**config.mk**
```make
export PLATFORM = sky130hd
export DESIGN_NAME = line_amp_power_save_seq
export DESIGN_NICKNAME = d
export VERILOG_FILES = /design/src/pkg/line_amp_power_save_pkg.sv /design/src/verilog/line_amp_power_save_seq.sv /design/src/verilog/line_amp_power_save_vol_ramp.sv
export VERILOG_INCLUDE_DIRS = /design/src /design/src/pkg
export SDC_FILE = /design/constraint.sdc
export NUM_CORES = 1
export LEC_CHECK = 0
export BUFFER_PORTS_ARGS = -buffer_cell sky130_fd_sc_hd__buf_2
export CAP_MARGIN = 20
export CORE_MARGIN = 2
export CORE_UTILIZATION = 53
export CTS_CLUSTER_DIAMETER = 150
export DETAILED_ROUTE_END_ITERATION = 8
export PLACE_DENSITY = 0.81
export SLEW_MARGIN = 15
export SYNTH_ARGS = -nofsm -noshare
export SYNTH_HDL_FRONTEND = slang
export SYNTH_SLANG_ARGS = --single-unit
```
**constraint.sdc**
```tcl
create_clock -name clk_sys -period 3.4 [get_ports clk_sys]
set_input_delay 0.34 -clock clk_sys [delete_from_list [all_inputs] [get_ports clk_sys]]
set_output_delay 0.34 -clock clk_sys [all_outputs]
set_load 0.1 [all_outputs]
```
**src/pkg/line_amp_power_save_map.svh**
```systemverilog
// Register offsets, field positions, reset values and timing counts
// for the line-out power and clock sequencer.
// Assumes inclusion by bare name from design files.
`ifndef LINE_AMP_POWER_SAVE_MAP_SVH
`define LINE_AMP_POWER_SAVE_MAP_SVH

// Register offsets (byte addresses on the control port)
`define LINE_AMP_POWER_SAVE_ADDR_PLL_CLK      8'h01
`define LINE_AMP_POWER_SAVE_ADDR_LEFT_IN_VOL  8'h09
`define LINE_AMP_POWER_SAVE_ADDR_LEFT_OUT_VOL 8'h0A
`define LINE_AMP_POWER_SAVE_ADDR_RIGHT_IN_VOL 8'h0C
`define LINE_AMP_POWER_SAVE_ADDR_RIGHT_OUT_VOL 8'h0D

// Field positions within the clock control register
`define LINE_AMP_POWER_SAVE_BIT_PLL_POWER     0
`define LINE_AMP_POWER_SAVE_BIT_CLK_OUT_EN    1

// Reset values
`define LINE_AMP_POWER_SAVE_RST_PLL_CLK       8'h00
`define LINE_AMP_POWER_SAVE_RST_IN_VOL        8'h91
`define LINE_AMP_POWER_SAVE_RST_OUT_VOL       8'h18
`define LINE_AMP_POWER_SAVE_VOL_0DB           8'h18

// Initialization period in sample periods
`define LINE_AMP_POWER_SAVE_INIT_FRAMES       11'h423

`endif

```
**src/pkg/line_amp_power_save_pkg.sv**
```systemverilog
// Types shared by the line-out sequencer design files.
// Assumes nothing beyond a SystemVerilog compiler.
package line_amp_power_save_pkg;
    // Initialization state of the DAC path
    typedef enum logic [1:0]
    {
        LINE_AMP_POWER_SAVE_IDLE,
        LINE_AMP_POWER_SAVE_INIT,
        LINE_AMP_POWER_SAVE_RUN
    } line_amp_power_save_state_t;
endpackage

```
**src/verilog/line_amp_power_save_seq.sv**
```systemverilog
// Line-out power and clock sequencer: register file, DAC init
// period, sample zeroing, level-control hold, and volume ramp.
// Assumes a register write port on clk_sys and a frame clock pin.
//
// Overview of operation
// DAC power rise, no ADC: 1059-frame init
// Init period forces both samples to zero
// After init, real samples pass through
// Any ADC powered: init is skipped
// Level control held at input volume
// Level control restarts from input volume
// Host sets input volumes 91H without ADC
// Common volume bit: left volume both sides
// Output volume ramps softly from 0 dB
// Host waits PLL lock before power-up
// Host follows power-up write order
// Host clears power-save after outputs settle
// Host follows power-down write order
// Host clears power-save after outputs fall
// Master clock stops only when idle
// PLL master: PLL off, clock out, clock
// PLL slave frame/bit: write 00H first
// PLL slave master-pin: write 00H first
// Then master clock stops last
// Host timers cover every required wait
`timescale 1ns/100ps
`default_nettype none
`include "line_amp_power_save_map.svh"
module line_amp_power_save_seq
#(
    parameter int DW        = 24,
    parameter int INIT_LEN  = `LINE_AMP_POWER_SAVE_INIT_FRAMES
)
(
    input  wire logic          clk_sys,
    input  wire logic          nrst,
    input  wire logic          reg_wr,
    input  wire logic [7:0]    reg_addr,
    input  wire logic [7:0]    reg_wdata,
    output logic      [7:0]    reg_rdata,
    input  wire logic          dac_power,
    input  wire logic          mixer_amp_power,
    input  wire logic          line_amp_power,
    input  wire logic          line_amp_power_save,
    input  wire logic          dac_to_line_path,
    input  wire logic          left_adc_power,
    input  wire logic          right_adc_power,
    input  wire logic          common_volume_control,
    input  wire logic          alc_enable,
    input  wire logic          audio_frame_clock,
    input  wire logic [DW-1:0] left_sample_in,
    input  wire logic [DW-1:0] right_sample_in,
    output logic      [DW-1:0] left_dac_data,
    output logic      [DW-1:0] right_dac_data,
    output logic      [7:0]    left_out_gain,
    output logic      [7:0]    right_out_gain,
    output logic               alc_run,
    output logic      [7:0]    alc_left_start,
    output logic      [7:0]    alc_right_start,
    output logic               init_busy,
    output logic               pll_power,
    output logic               clock_output_enable,
    output logic               line_amp_active,
    output logic               line_amp_saving
);
    import line_amp_power_save_pkg::*;

    initial
    begin
        if (INIT_LEN < 1 || INIT_LEN > 2047)
            $error("line_amp_power_save_seq: INIT_LEN out of range");
        if (DW < 16)
            $error("line_amp_power_save_seq: DW too small");
    end

    // Register file
    logic [7:0] pll_clk_r;       // PLL and clock output control
    logic [7:0] pll_clk_nxt;
    logic [7:0] lin_vol_r;       // Left input volume
    logic [7:0] lin_vol_nxt;
    logic [7:0] rin_vol_r;       // Right input volume
    logic [7:0] rin_vol_nxt;
    logic [7:0] left_line_output_vol_r;      // Left output volume
    logic [7:0] left_line_output_vol_nxt;
    logic [7:0] right_line_output_vol_r;      // Right output volume
    logic [7:0] right_line_output_vol_nxt;
    logic [7:0] rdata_r;         // Registered read data
    logic [7:0] rdata_nxt;

    // Write decode and read mux
    always_comb
    begin
        pll_clk_nxt  = pll_clk_r;
        lin_vol_nxt  = lin_vol_r;
        rin_vol_nxt  = rin_vol_r;
        left_line_output_vol_nxt = left_line_output_vol_r;
        right_line_output_vol_nxt = right_line_output_vol_r;
        if (reg_wr)
        begin
            case (reg_addr)
                `LINE_AMP_POWER_SAVE_ADDR_PLL_CLK:       pll_clk_nxt  = reg_wdata;
                `LINE_AMP_POWER_SAVE_ADDR_LEFT_IN_VOL:   lin_vol_nxt  = reg_wdata;
                `LINE_AMP_POWER_SAVE_ADDR_RIGHT_IN_VOL:  rin_vol_nxt  = reg_wdata;
                `LINE_AMP_POWER_SAVE_ADDR_LEFT_OUT_VOL:  left_line_output_vol_nxt = reg_wdata;
                `LINE_AMP_POWER_SAVE_ADDR_RIGHT_OUT_VOL: right_line_output_vol_nxt = reg_wdata;
                default:                  ;  // Unmapped write ignored
            endcase
        end
        case (reg_addr)
            `LINE_AMP_POWER_SAVE_ADDR_PLL_CLK:       rdata_nxt = pll_clk_r;
            `LINE_AMP_POWER_SAVE_ADDR_LEFT_IN_VOL:   rdata_nxt = lin_vol_r;
            `LINE_AMP_POWER_SAVE_ADDR_RIGHT_IN_VOL:  rdata_nxt = rin_vol_r;
            `LINE_AMP_POWER_SAVE_ADDR_LEFT_OUT_VOL:  rdata_nxt = left_line_output_vol_r;
            `LINE_AMP_POWER_SAVE_ADDR_RIGHT_OUT_VOL: rdata_nxt = right_line_output_vol_r;
            default:                  rdata_nxt = 8'h00;
        endcase
    end

    // Register storage
    always_ff @(posedge clk_sys or negedge nrst)
    begin
        if (!nrst)
        begin
            pll_clk_r  <= `LINE_AMP_POWER_SAVE_RST_PLL_CLK;
            lin_vol_r  <= `LINE_AMP_POWER_SAVE_RST_IN_VOL;
            rin_vol_r  <= `LINE_AMP_POWER_SAVE_RST_IN_VOL;
            left_line_output_vol_r <= `LINE_AMP_POWER_SAVE_RST_OUT_VOL;
            right_line_output_vol_r <= `LINE_AMP_POWER_SAVE_RST_OUT_VOL;
            rdata_r    <= 8'h00;
        end
        else
        begin
            pll_clk_r  <= pll_clk_nxt;
            lin_vol_r  <= lin_vol_nxt;
            rin_vol_r  <= rin_vol_nxt;
            left_line_output_vol_r <= left_line_output_vol_nxt;
            right_line_output_vol_r <= right_line_output_vol_nxt;
            rdata_r    <= rdata_nxt;
        end
    end

    // Frame clock synchroniser; first stage feeds only the second
    logic fck_s1_r;
    logic fck_s2_r;
    logic fck_s3_r;   // Edge history, reads only the second stage
    logic frame_tick; // One pulse per sample period

    always_ff @(posedge clk_sys or negedge nrst)
    begin
        if (!nrst)
        begin
            fck_s1_r <= 1'b0;
            fck_s2_r <= 1'b0;
            fck_s3_r <= 1'b0;
        end
        else
        begin
            fck_s1_r <= audio_frame_clock;
            fck_s2_r <= fck_s1_r;
            fck_s3_r <= fck_s2_r;
        end
    end

    assign frame_tick = fck_s2_r & ~fck_s3_r;

    // Init sequencer state
    line_amp_power_save_state_t st_r;
    line_amp_power_save_state_t st_nxt;
    logic [10:0] cnt_r;        // Frames left in the init period
    logic [10:0] cnt_nxt;
    logic        dac_pwr_d_r;  // Previous DAC power level
    logic        adc_any;

    assign adc_any = left_adc_power | right_adc_power;

    // Init period control; counts frames, not system cycles
    always_comb
    begin
        st_nxt  = st_r;
        cnt_nxt = cnt_r;
        case (st_r)
            LINE_AMP_POWER_SAVE_IDLE:
            begin
                if (dac_power && !dac_pwr_d_r && !adc_any)
                begin
                    st_nxt  = LINE_AMP_POWER_SAVE_INIT;
                    cnt_nxt = 11'(INIT_LEN);
                end
                else if (dac_power)
                    st_nxt = LINE_AMP_POWER_SAVE_RUN;
            end
            LINE_AMP_POWER_SAVE_INIT:
            begin
                if (!dac_power)
                    st_nxt = LINE_AMP_POWER_SAVE_IDLE;
                else if (frame_tick)
                begin
                    cnt_nxt = cnt_r - 11'd1;
                    if (cnt_r == 11'd1)
                        st_nxt = LINE_AMP_POWER_SAVE_RUN;
                end
            end
            LINE_AMP_POWER_SAVE_RUN:
            begin
                if (!dac_power)
                    st_nxt = LINE_AMP_POWER_SAVE_IDLE;
            end
            default:
                st_nxt = LINE_AMP_POWER_SAVE_IDLE;
        endcase
    end

    // Sequencer registers
    always_ff @(posedge clk_sys or negedge nrst)
    begin
        if (!nrst)
        begin
            st_r        <= LINE_AMP_POWER_SAVE_IDLE;
            cnt_r       <= 11'h000;
            dac_pwr_d_r <= 1'b0;
        end
        else
        begin
            st_r        <= st_nxt;
            cnt_r       <= cnt_nxt;
            dac_pwr_d_r <= dac_power;
        end
    end

    // Sample path, registered
    logic [DW-1:0] ldat_r;
    logic [DW-1:0] ldat_nxt;
    logic [DW-1:0] rdat_r;
    logic [DW-1:0] rdat_nxt;
    logic          alc_run_r;
    logic          alc_run_nxt;

    // Zero both channels in idle and init; pass only in run
    always_comb
    begin
        if (st_r == LINE_AMP_POWER_SAVE_RUN)
        begin
            ldat_nxt = left_sample_in;
            rdat_nxt = right_sample_in;
        end
        else
        begin
            ldat_nxt = '0;
            rdat_nxt = '0;
        end
        // Level control only runs once init is over
        alc_run_nxt = alc_enable && (st_r == LINE_AMP_POWER_SAVE_RUN);
    end

    always_ff @(posedge clk_sys or negedge nrst)
    begin
        if (!nrst)
        begin
            ldat_r    <= '0;
            rdat_r    <= '0;
            alc_run_r <= 1'b0;
        end
        else
        begin
            ldat_r    <= ldat_nxt;
            rdat_r    <= rdat_nxt;
            alc_run_r <= alc_run_nxt;
        end
    end

    // Volume ramps; common control steers both from left
    logic [7:0] rtarget;
    logic       ramp_en;
    assign rtarget = common_volume_control ? left_line_output_vol_r : right_line_output_vol_r;
    assign ramp_en = dac_power;

    line_amp_power_save_vol_ramp #(.W(8)) u_ramp_l
    (
        .clk_sys    (clk_sys),
        .nrst       (nrst),
        .enable     (ramp_en),
        .frame_tick (frame_tick),
        .target     (left_line_output_vol_r),
        .start_val  (`LINE_AMP_POWER_SAVE_VOL_0DB),
        .gain       (left_out_gain)
    );

    line_amp_power_save_vol_ramp #(.W(8)) u_ramp_r
    (
        .clk_sys    (clk_sys),
        .nrst       (nrst),
        .enable     (ramp_en),
        .frame_tick (frame_tick),
        .target     (rtarget),
        .start_val  (`LINE_AMP_POWER_SAVE_VOL_0DB),
        .gain       (right_out_gain)
    );

    // Outputs
    assign reg_rdata           = rdata_r;
    assign left_dac_data       = ldat_r;
    assign right_dac_data      = rdat_r;
    assign alc_run             = alc_run_r;
    assign alc_left_start      = lin_vol_r;
    assign alc_right_start     = rin_vol_r;
    assign init_busy           = (st_r == LINE_AMP_POWER_SAVE_INIT);
    assign pll_power           = pll_clk_r[`LINE_AMP_POWER_SAVE_BIT_PLL_POWER];
    assign clock_output_enable = pll_clk_r[`LINE_AMP_POWER_SAVE_BIT_CLK_OUT_EN];
    assign line_amp_active     = line_amp_power & mixer_amp_power
                               & dac_to_line_path;
    assign line_amp_saving     = line_amp_power_save;

    AST_INIT_START: assert property (@(posedge clk_sys) disable iff (!nrst)
        st_r == LINE_AMP_POWER_SAVE_IDLE && dac_power && !dac_pwr_d_r && !adc_any
        |=> st_r == LINE_AMP_POWER_SAVE_INIT && cnt_r == 11'(INIT_LEN))
        else $error("Init period not started");
    AST_INIT_ZERO: assert property (@(posedge clk_sys) disable iff (!nrst)
        st_r == LINE_AMP_POWER_SAVE_INIT |=> ldat_r == '0 && rdat_r == '0)
        else $error("Samples not zeroed in init");
    AST_PASS: assert property (@(posedge clk_sys) disable iff (!nrst)
        st_r == LINE_AMP_POWER_SAVE_RUN |=> ldat_r == $past(left_sample_in))
        else $error("Samples not passed after init");
    AST_SKIP: assert property (@(posedge clk_sys) disable iff (!nrst)
        st_r == LINE_AMP_POWER_SAVE_IDLE && dac_power && adc_any |=> st_r == LINE_AMP_POWER_SAVE_RUN)
        else $error("Init not skipped with ADC on");
    AST_ALC_HOLD: assert property (@(posedge clk_sys) disable iff (!nrst)
        st_r == LINE_AMP_POWER_SAVE_INIT |=> !alc_run_r)
        else $error("Level control ran during init");
    AST_ALC_START: assert property (@(posedge clk_sys) disable iff (!nrst)
        alc_run_r |-> alc_left_start == lin_vol_r
                   && alc_right_start == rin_vol_r)
        else $error("Level control start gain wrong");
    // Equal gains stay equal while both sides share the left target
    AST_COMMON: assert property (@(posedge clk_sys) disable iff (!nrst)
        common_volume_control && right_out_gain == left_out_gain
        |=> right_out_gain == left_out_gain)
        else $error("Common volume not applied");
    AST_RAMP_0DB: assert property (@(posedge clk_sys) disable iff (!nrst)
        $rose(dac_power) |-> left_out_gain == `LINE_AMP_POWER_SAVE_VOL_0DB)
        else $error("Ramp did not start at 0 dB");
    COV_INIT_DONE: cover property (@(posedge clk_sys) disable iff (!nrst)
        st_r == LINE_AMP_POWER_SAVE_INIT ##1 st_r == LINE_AMP_POWER_SAVE_RUN);
    COV_SKIP: cover property (@(posedge clk_sys) disable iff (!nrst)
        st_r == LINE_AMP_POWER_SAVE_IDLE ##1 st_r == LINE_AMP_POWER_SAVE_RUN);
    COV_ABORT: cover property (@(posedge clk_sys) disable iff (!nrst)
        st_r == LINE_AMP_POWER_SAVE_INIT ##1 st_r == LINE_AMP_POWER_SAVE_IDLE);
endmodule
`default_nettype wire

```
**src/verilog/line_amp_power_save_vol_ramp.sv**
```systemverilog
// Soft volume ramp: steps a gain value one code per sample period
// toward a target, starting from the 0 dB code after power-up.
// Assumes frame_tick is a one-cycle pulse on clk_sys.
`timescale 1ns/100ps
`default_nettype none
`include "line_amp_power_save_map.svh"
module line_amp_power_save_vol_ramp
#(
    parameter int W = 8
)
(
    input  wire logic         clk_sys,
    input  wire logic         nrst,
    input  wire logic         enable,
    input  wire logic         frame_tick,
    input  wire logic [W-1:0] target,
    input  wire logic [W-1:0] start_val,
    output logic      [W-1:0] gain
);
    import line_amp_power_save_pkg::*;

    initial
    begin
        if (W < 2)
            $error("line_amp_power_save_vol_ramp: W too small");
    end

    logic [W-1:0] gain_r;   // Current gain
    logic [W-1:0] gain_nxt; // Next gain

    // One code per frame; while disabled, park at start value
    always_comb
    begin
        gain_nxt = gain_r;
        if (!enable)
            gain_nxt = start_val;
        else if (frame_tick && gain_r < target)
            gain_nxt = gain_r + W'(1);
        else if (frame_tick && gain_r > target)
            gain_nxt = gain_r - W'(1);
    end

    // Register only
    always_ff @(posedge clk_sys or negedge nrst)
    begin
        if (!nrst)
            gain_r <= `LINE_AMP_POWER_SAVE_VOL_0DB;
        else
            gain_r <= gain_nxt;
    end

    assign gain = gain_r;

    AST_RAMP_STEP: assert property (@(posedge clk_sys) disable iff (!nrst)
        $past(enable) && enable |->
        (gain_r - $past(gain_r) <= W'(1)) ||
        ($past(gain_r) - gain_r <= W'(1)))
        else $error("Ramp jumped more than one step");
endmodule
`default_nettype wire
```
### Yosys cells after proc, flatten, opt, wreduce, memory -nomap -nowiden

Cells that the tools add are included.

* add/subtract/negate cells: 5
* order comparisons: 4
* equal/unequal tests: 17
* mux-type cells: 21
* bitwise operators: 5
* reductions and logical operators: 18

Operators with widths (number)
* $mux 8: 7
* $mux 24: 2
* $pmux 8 s5: 1
* $mux 11: 3
* $eq 8x4->1 const B: 4
* $pmux 11 s2: 1
* $add 8x1->8 const B: 2
* $gt 8x8->1: 2
* $lt 8x8->1: 2
* $sub 8x1->8 const B: 2
* $mux 2: 6
* $eq 11x1->1 const B: 1
* $sub 11x1->11 const B: 1
* $reduce_and 2->1: 5
* $eq 8x1->1 const B: 1
* $reduce_and 4->1: 2
* $logic_and 1x1->1: 7
* $ne 2x2->1 const B: 3
* $ne 3x1->1 const B: 2
* $ne 3x2->1 const B: 2
* $pmux 2 s3: 1
* $and 1x1->1: 3
* $ne 3x3->1 const B: 1
* $eq 2x1->1 const B: 1
* other kinds (7): 8

* register bits after elaboration: 130
* input port bits: 77
* output and inout port bits: 94
* word-level logic and storage cells: 87

### Depth between registers and ports, before layout

* word-level depth: 6
* gate-level depth with buffers: 15
* depth with buffers taken out: 14

### Modules after synthesis

A second synthesis with hierarchy kept.

* cell total of the unflattened synthesis: 536
* area, all modules: 6472.5 sq um

By module, submodules not included
* line_amp_power_save_seq: instances 1, cells each 336, area each 4565.6 sq um, seq. area each 2865.2 sq um
* line_amp_power_save_vol_ramp: instances 2, cells each 100, area each 953.4 sq um, seq. area each 202.7 sq um

### Worst setup path after synthesis

OpenSTA, ideal clock, no wires.

* path type: reg2reg
* from: register u_ramp_r.gain_r[1], in the netlist u_ramp_r.gain[1]
* to: register u_ramp_r.gain_r[7], in the netlist u_ramp_r.gain[7]
* library setup time: 126 ps
* arrival: 3473 ps
* required time: 3274 ps
* path slack: -199 ps
* cell stages (with the launch flop): 13
* path buffers: 0
* clock period less this slack: 3599 ps
* cell sequence: dfrtp_1 > ha_1 > nor2b_1 > o211ai_1 > a21oi_1 > or2_2 > ha_1 > a21o_1 > a21oi_1 > o21ai_0 > a31oi_1 > mux2_2 > mux2i_1

* word-level cells in the longest chain between the ends: 4
* elaborated cells on any way between the ends: 10
* those cells by class: add/sub: 2; order compare: 2; eq/ne: 1; mux: 3; reduce/logical: 2

Ends and longest elaborated chain
* start: declaration: line line_amp_power_save_vol_ramp.sv:28 `logic [W-1:0] gain_r;`
* start signal: assignment: line line_amp_power_save_vol_ramp.sv:47 `` gain_r <= `LINE_AMP_POWER_SAVE_VOL_0DB; ``
* start signal: assignment: line line_amp_power_save_vol_ramp.sv:49 `gain_r <= gain_nxt;`
* $sub 8x1->8 / $lt 8x8->1 (equally long branches): line line_amp_power_save_vol_ramp.sv:40, line_amp_power_save_vol_ramp.sv:37
* $mux 8 / $logic_and 1x1->1 (equally long branches): line line_amp_power_save_vol_ramp.sv:39, line_amp_power_save_vol_ramp.sv:37
* $mux 8: line line_amp_power_save_vol_ramp.sv:37 `else if (frame_tick && gain_r < target)`
* $mux 8: line line_amp_power_save_vol_ramp.sv:35 `if (!enable)`

Parallel ways exist; a longest one is shown, timed or not. The select of a mux whose other input is x is not followed.
A chain may end at the register's enable or synchronous reset.

### Final worst setup path

* from: register left_line_output_vol_r[5]
* to: register u_ramp_l.gain_r[7], in the netlist u_ramp_l.gain[7]

* word-level cells in the longest chain between the ends: 4
* elaborated cells on any way between the ends: 7
* those cells by class: order compare: 2; eq/ne: 1; mux: 2; reduce/logical: 2

Ends and longest elaborated chain
* start: declaration: line line_amp_power_save_seq.sv:83 `logic [7:0] left_line_output_vol_r;`
* start signal: assignment: line line_amp_power_save_seq.sv:127 `` left_line_output_vol_r <= `LINE_AMP_POWER_SAVE_RST_OUT_VOL; ``
* start signal: assignment: line line_amp_power_save_seq.sv:136 `left_line_output_vol_r <= left_line_output_vol_nxt;`
* $lt 8x8->1: line line_amp_power_save_vol_ramp.sv:37
* $logic_and 1x1->1: line line_amp_power_save_vol_ramp.sv:37
* $mux 8: line line_amp_power_save_vol_ramp.sv:37
* $mux 8: line line_amp_power_save_vol_ramp.sv:35
* end signal: assignment: line line_amp_power_save_vol_ramp.sv:47
* end signal: assignment: line line_amp_power_save_vol_ramp.sv:49
* end: declaration: line line_amp_power_save_vol_ramp.sv:28

Parallel ways exist; a longest one is shown, timed or not.

==> results.txt <==
----------------------------------------------------
[Worst setup path]
  Start point of the critical path ... left_line_output_vol_r[5]$_DFFE_PN0P_
  Worst reg2reg path startpoint ... left_line_output_vol_r[5]$_DFFE_PN0P_
  Crit. End Element ... register
  Required @ worst endpoint ... ~3.7 ns
  Reg2Reg Setup Slack ... 0.19 ns
  Kind of start point of the critical path ... register
  FF-to-FF path depth ... 13
  Top fanout value on the critical path ... 6
  Path type of the worst setup path ... reg2reg
  Capturing instance or port of the critical path ... u_ramp_l.gain[7]$_DFFE_PN0P_
  Capture instance of the worst register-to-register path ... u_ramp_l.gain[7]$_DFFE_PN0P_
  Data arrival at the endpoint of the critical path ... 3.55 ns

[STA]
  Ratio of final minimum period to clock period ... 94.5%
  Worst clock skew ... 0.00826 ns
  Final Hold Vio Count ... 2
  Setup repair after global routing missed its margin ... false
  Slew Limit Fails ... 0
  Sum Neg Setup Slack ... 0 ns
  Maximum clock frequency ... 311 MHz
  Number of failing setup endpoints in the final timing report ... 0
  Max-slew headroom at the worst pin ... 45.7%
  Slew at the pin closest to its max-slew limit ... 0.814 ns
  Worst hold slack ... -0.00571 ns
  Minimum period implied by the final worst setup slack ... 3.21 ns

[Synth]
  Dominant cell type by area after synthesis ... sky130_fd_sc_hd__dfrtp_1
  Dominant cells by area after synthesis ... sky130_fd_sc_hd__dfrtp_1 47%, sky130_fd_sc_hd__ha_1 6.1%, sky130_fd_sc_hd__dfstp_2 6.0%
  Number of enable flip-flop cells after synthesis ... 0
  Avg Synthesized Cell Area ... 12.0 um2
  Unique masters post-synth ... 57
  Cell count after synthesis ... around 510
  Synthesized netlist net count ... 620
  Count leader, synth ... sky130_fd_sc_hd__dfrtp_1
  List of most frequent post-synthesis cells ... 116 x sky130_fd_sc_hd__dfrtp_1, 51 x sky130_fd_sc_hd__and2_1, 33 x sky130_fd_sc_hd__nand2_1
  Flip-flop cell with the highest count after synthesis ... sky130_fd_sc_hd__dfrtp_1
  Share of the yosys chip area belonging to registers ... between 50 and 60%
  Share of synthesized registers carrying an async set or reset ... 100%
  Top-area cell type share of the netlist area ... between 40 and 50%
  Yosys synthesis warning count ... 0
  Number of synthesized register bits ... 130
  Total standard cell area after synthesis ... 0.00615 mm2

[Global routing]
  Global-route wire length before repair ... between 20000 and 25000 um
  All-layer global routing usage ... about a quarter
  Largest net degree at the start of global routing ... 70
  Antenna violations before repair ... 1
  Vias in the first global route ... 4912
  Total overflow reported by the global router ... 0

[Floorplanning]
  Vert. Die Dim ... between 100 and 150 um
  Die span in x ... 112 um
  Initial core utilization ... between 50% and 60%
  Placeable core region ... 0.0114 mm2
  Area of the die ... 0.0125 mm2
  Std-Cell Rows ... 39
  Count of pins on the block boundary ... 171

[Cells and area]
  Area used by multi-input combinational logic ... 0.00273 mm2
  Syn-to-layout area delta ... 26.4%
  Register Area ... 0.00328 mm2
  Fraction of final layout cells with drive strength greater than 1 ... around two fifths
  Count of antenna diodes in the layout ... 0
  Fillers ... 841
  Count of nets after finishing ... around 800

[Drt]
  Vias per cell ... 5.38
  DR DRC count ... 0
  Average wire length per cell after detail routing ... 17.0 um
  Drt pass-1 iters ... 5
  Final Routed Wirelength ... 14300 um
  Via Count ... ~4500
  Remaining antenna violation count after routing ... 0
  Iter 0 DRT Violations ... 186

[Place]
  Quantity of I/O buffers inserted on ports ... 168
  Final HPWL from detailed placement ... around 10000 um
  Placer congestion estimate ... 0.868

[Min path]
  Type of the most critical hold path ... in2async

[Pwr]
  Peak ir drop on the vdd network ... 0.000760 V
  Static leakage ... between 4 and 5 nW
  Total power divided by cell area ... 785 mW/mm2

[Clocking]
  Root buffer cell ... sky130_fd_sc_hd__clkbuf_16
  TritonCTS clock tree ... built
  Clock Latency Late Sink ... 0.42 ns
  Number of CTS-inserted buffers ... 17
  Maximum clock insertion buffer count ... 2
  Clock slew at the register clock pins of the worst setup and hold paths ... 0.06 ns
  Number of clock sinks ... 130
  CTS H-Tree Depth ... 4
  Post-CTS Hold Buffers ... 0

[Outcome]
  Violations in the final reports ... negative hold slack
  Outcome ... finished with violations

[Job]
  Maxcap violations ... 0

----------------------------------------------------
[registers in the layout, indices dropped and copies added, names as in the netlist]
signal and count:
u_ramp_r.gain 8, left_dac_data 24, alc_right_start 8, reg_rdata 8, right_line_output_vol_r 8, pll_clk_r 8, alc_run 1, fck_s2_r 1
alc_left_start 8, left_line_output_vol_r 8, dac_pwr_d_r 1, fck_s1_r 1, right_dac_data 24, cnt_r 11, st_r 2, u_ramp_l.gain 8
fck_s3_r 1
[stage by stage]
stage / utilization [%] / instance area [um2] / setup WS [ns] / cells / total power [mW]
final: 68.4 / 7780 / 0.187 / 842 / 6.11
after detailed placement: 62.9 / 7150 / 0.0352 / 810 / 4.21
after global placement: 62.8 / 7140 / 0.132 / 809 / 4.11
after floorplan: - / 6160 / 0.0253 / 511 / 3.73
after CTS: 68.4 / 7770 / 0.158 / 842 / 6.13
after global routing: 68.4 / 7780 / 0.0653 / 842 / 6.39
[routing by layer]
layer	track usage [%]	vias up	part of all wire, %	wire [um]
met2	41.6	163	52	7430
met1	28.3	2220	40	5710
met5	0	-	0	0
li1	-	2128	-	-
met4	10.2	0	1.8	254
met3	7.95	21	6.6	950
[what timing repair did]
action | CTS | global route
endpoints found under the setup margin | 0 | 2
buffers inserted | 0 | 0
gates resized for setup | 0 | 2
[report_power, final]
group	leakage (nW)	internal (mW)	switching [mW]
combinational	2.11	0.703	1.63
sequential	1.68	1.73	0.147
clock	0.302	1.25	0.650
[area by class of cell]
class / count / area share (%)
well taps: 143 / 2.30
clock buffers: 24 / 6.45
multi-input cells: 346 / 35.1
clock inverters: 8 / 1.59
repair buffers: 174 / 11.6
inverters: 17 / 0.820
flip-flops and latches: 130 / 42.1
[worst min path at each step]
stage                       startpoint                            end  slack (ns)
global placement    fck_s1_r$_DFF_PN0_             fck_s2_r$_DFF_PN0_        0.33
global route         audio_frame_clock             fck_s1_r$_DFF_PN0_        0.01
CTS                  audio_frame_clock             fck_s1_r$_DFF_PN0_        0.01
floorplan                         nrst  alc_left_start[1]$_DFFE_PN0P_        0.04
detailed placement  fck_s1_r$_DFF_PN0_             fck_s2_r$_DFF_PN0_        0.34
finish                            nrst   u_ramp_l.gain[6]$_DFFE_PN0P_      -0.006
[cells by family after synthesis]
family / synth area share, %
DFF: 53.1
and+or+nand+nor: 15.3
AOI/OAI and AO/OA: 6.95
adders and majority gates: 6.75
buffers and inverters: 2.68
xor gates and xnor gates: 2.42
muxes: 12.7
[critical path, stage by stage (launching register included)]
cell                       delay (ns)
sky130_fd_sc_hd__dfrtp_1         0.44
sky130_fd_sc_hd__inv_1           0.07
sky130_fd_sc_hd__ha_1            0.30
sky130_fd_sc_hd__a211oi_1        0.26
sky130_fd_sc_hd__o211ai_1        0.20
sky130_fd_sc_hd__nor2_2          0.23
sky130_fd_sc_hd__inv_1           0.17
sky130_fd_sc_hd__ha_1            0.31
sky130_fd_sc_hd__a21o_1          0.20
sky130_fd_sc_hd__nand4_1         0.11
sky130_fd_sc_hd__nand3_1         0.15
sky130_fd_sc_hd__a31oi_1         0.26
sky130_fd_sc_hd__mux2i_1         0.24
sky130_fd_sc_hd__mux2i_1         0.20
[cell usage in the layout, fill, tap and decap left out, drive strengths merged, types with 2 or more instances in the layout]
master	count
nand2b	4
xor2	6
o21ai	20
nand4	7
ha	30
dfrtp	116
o22ai	2
xnor2	11
o21a	2
a21oi	14
nor4	4
o21bai	3
clkinv	3
inv	17
a21o	5
o211ai	5
and2b	2
nand3b	2
buf	174
clkinvlp	2
bufinv	3
mux2i	26
a31oi	3
dfstp	14
mux2	42
a22oi	8
nor2	14
and3	3
or4	2
nor2b	11
clkbuf	24
o211a	2
nand3	13
nor3	7
or2	2
nor3b	2
fa	2
and2	52
nand2	33
No activity file was read; power rests on OpenSTA's default activity.
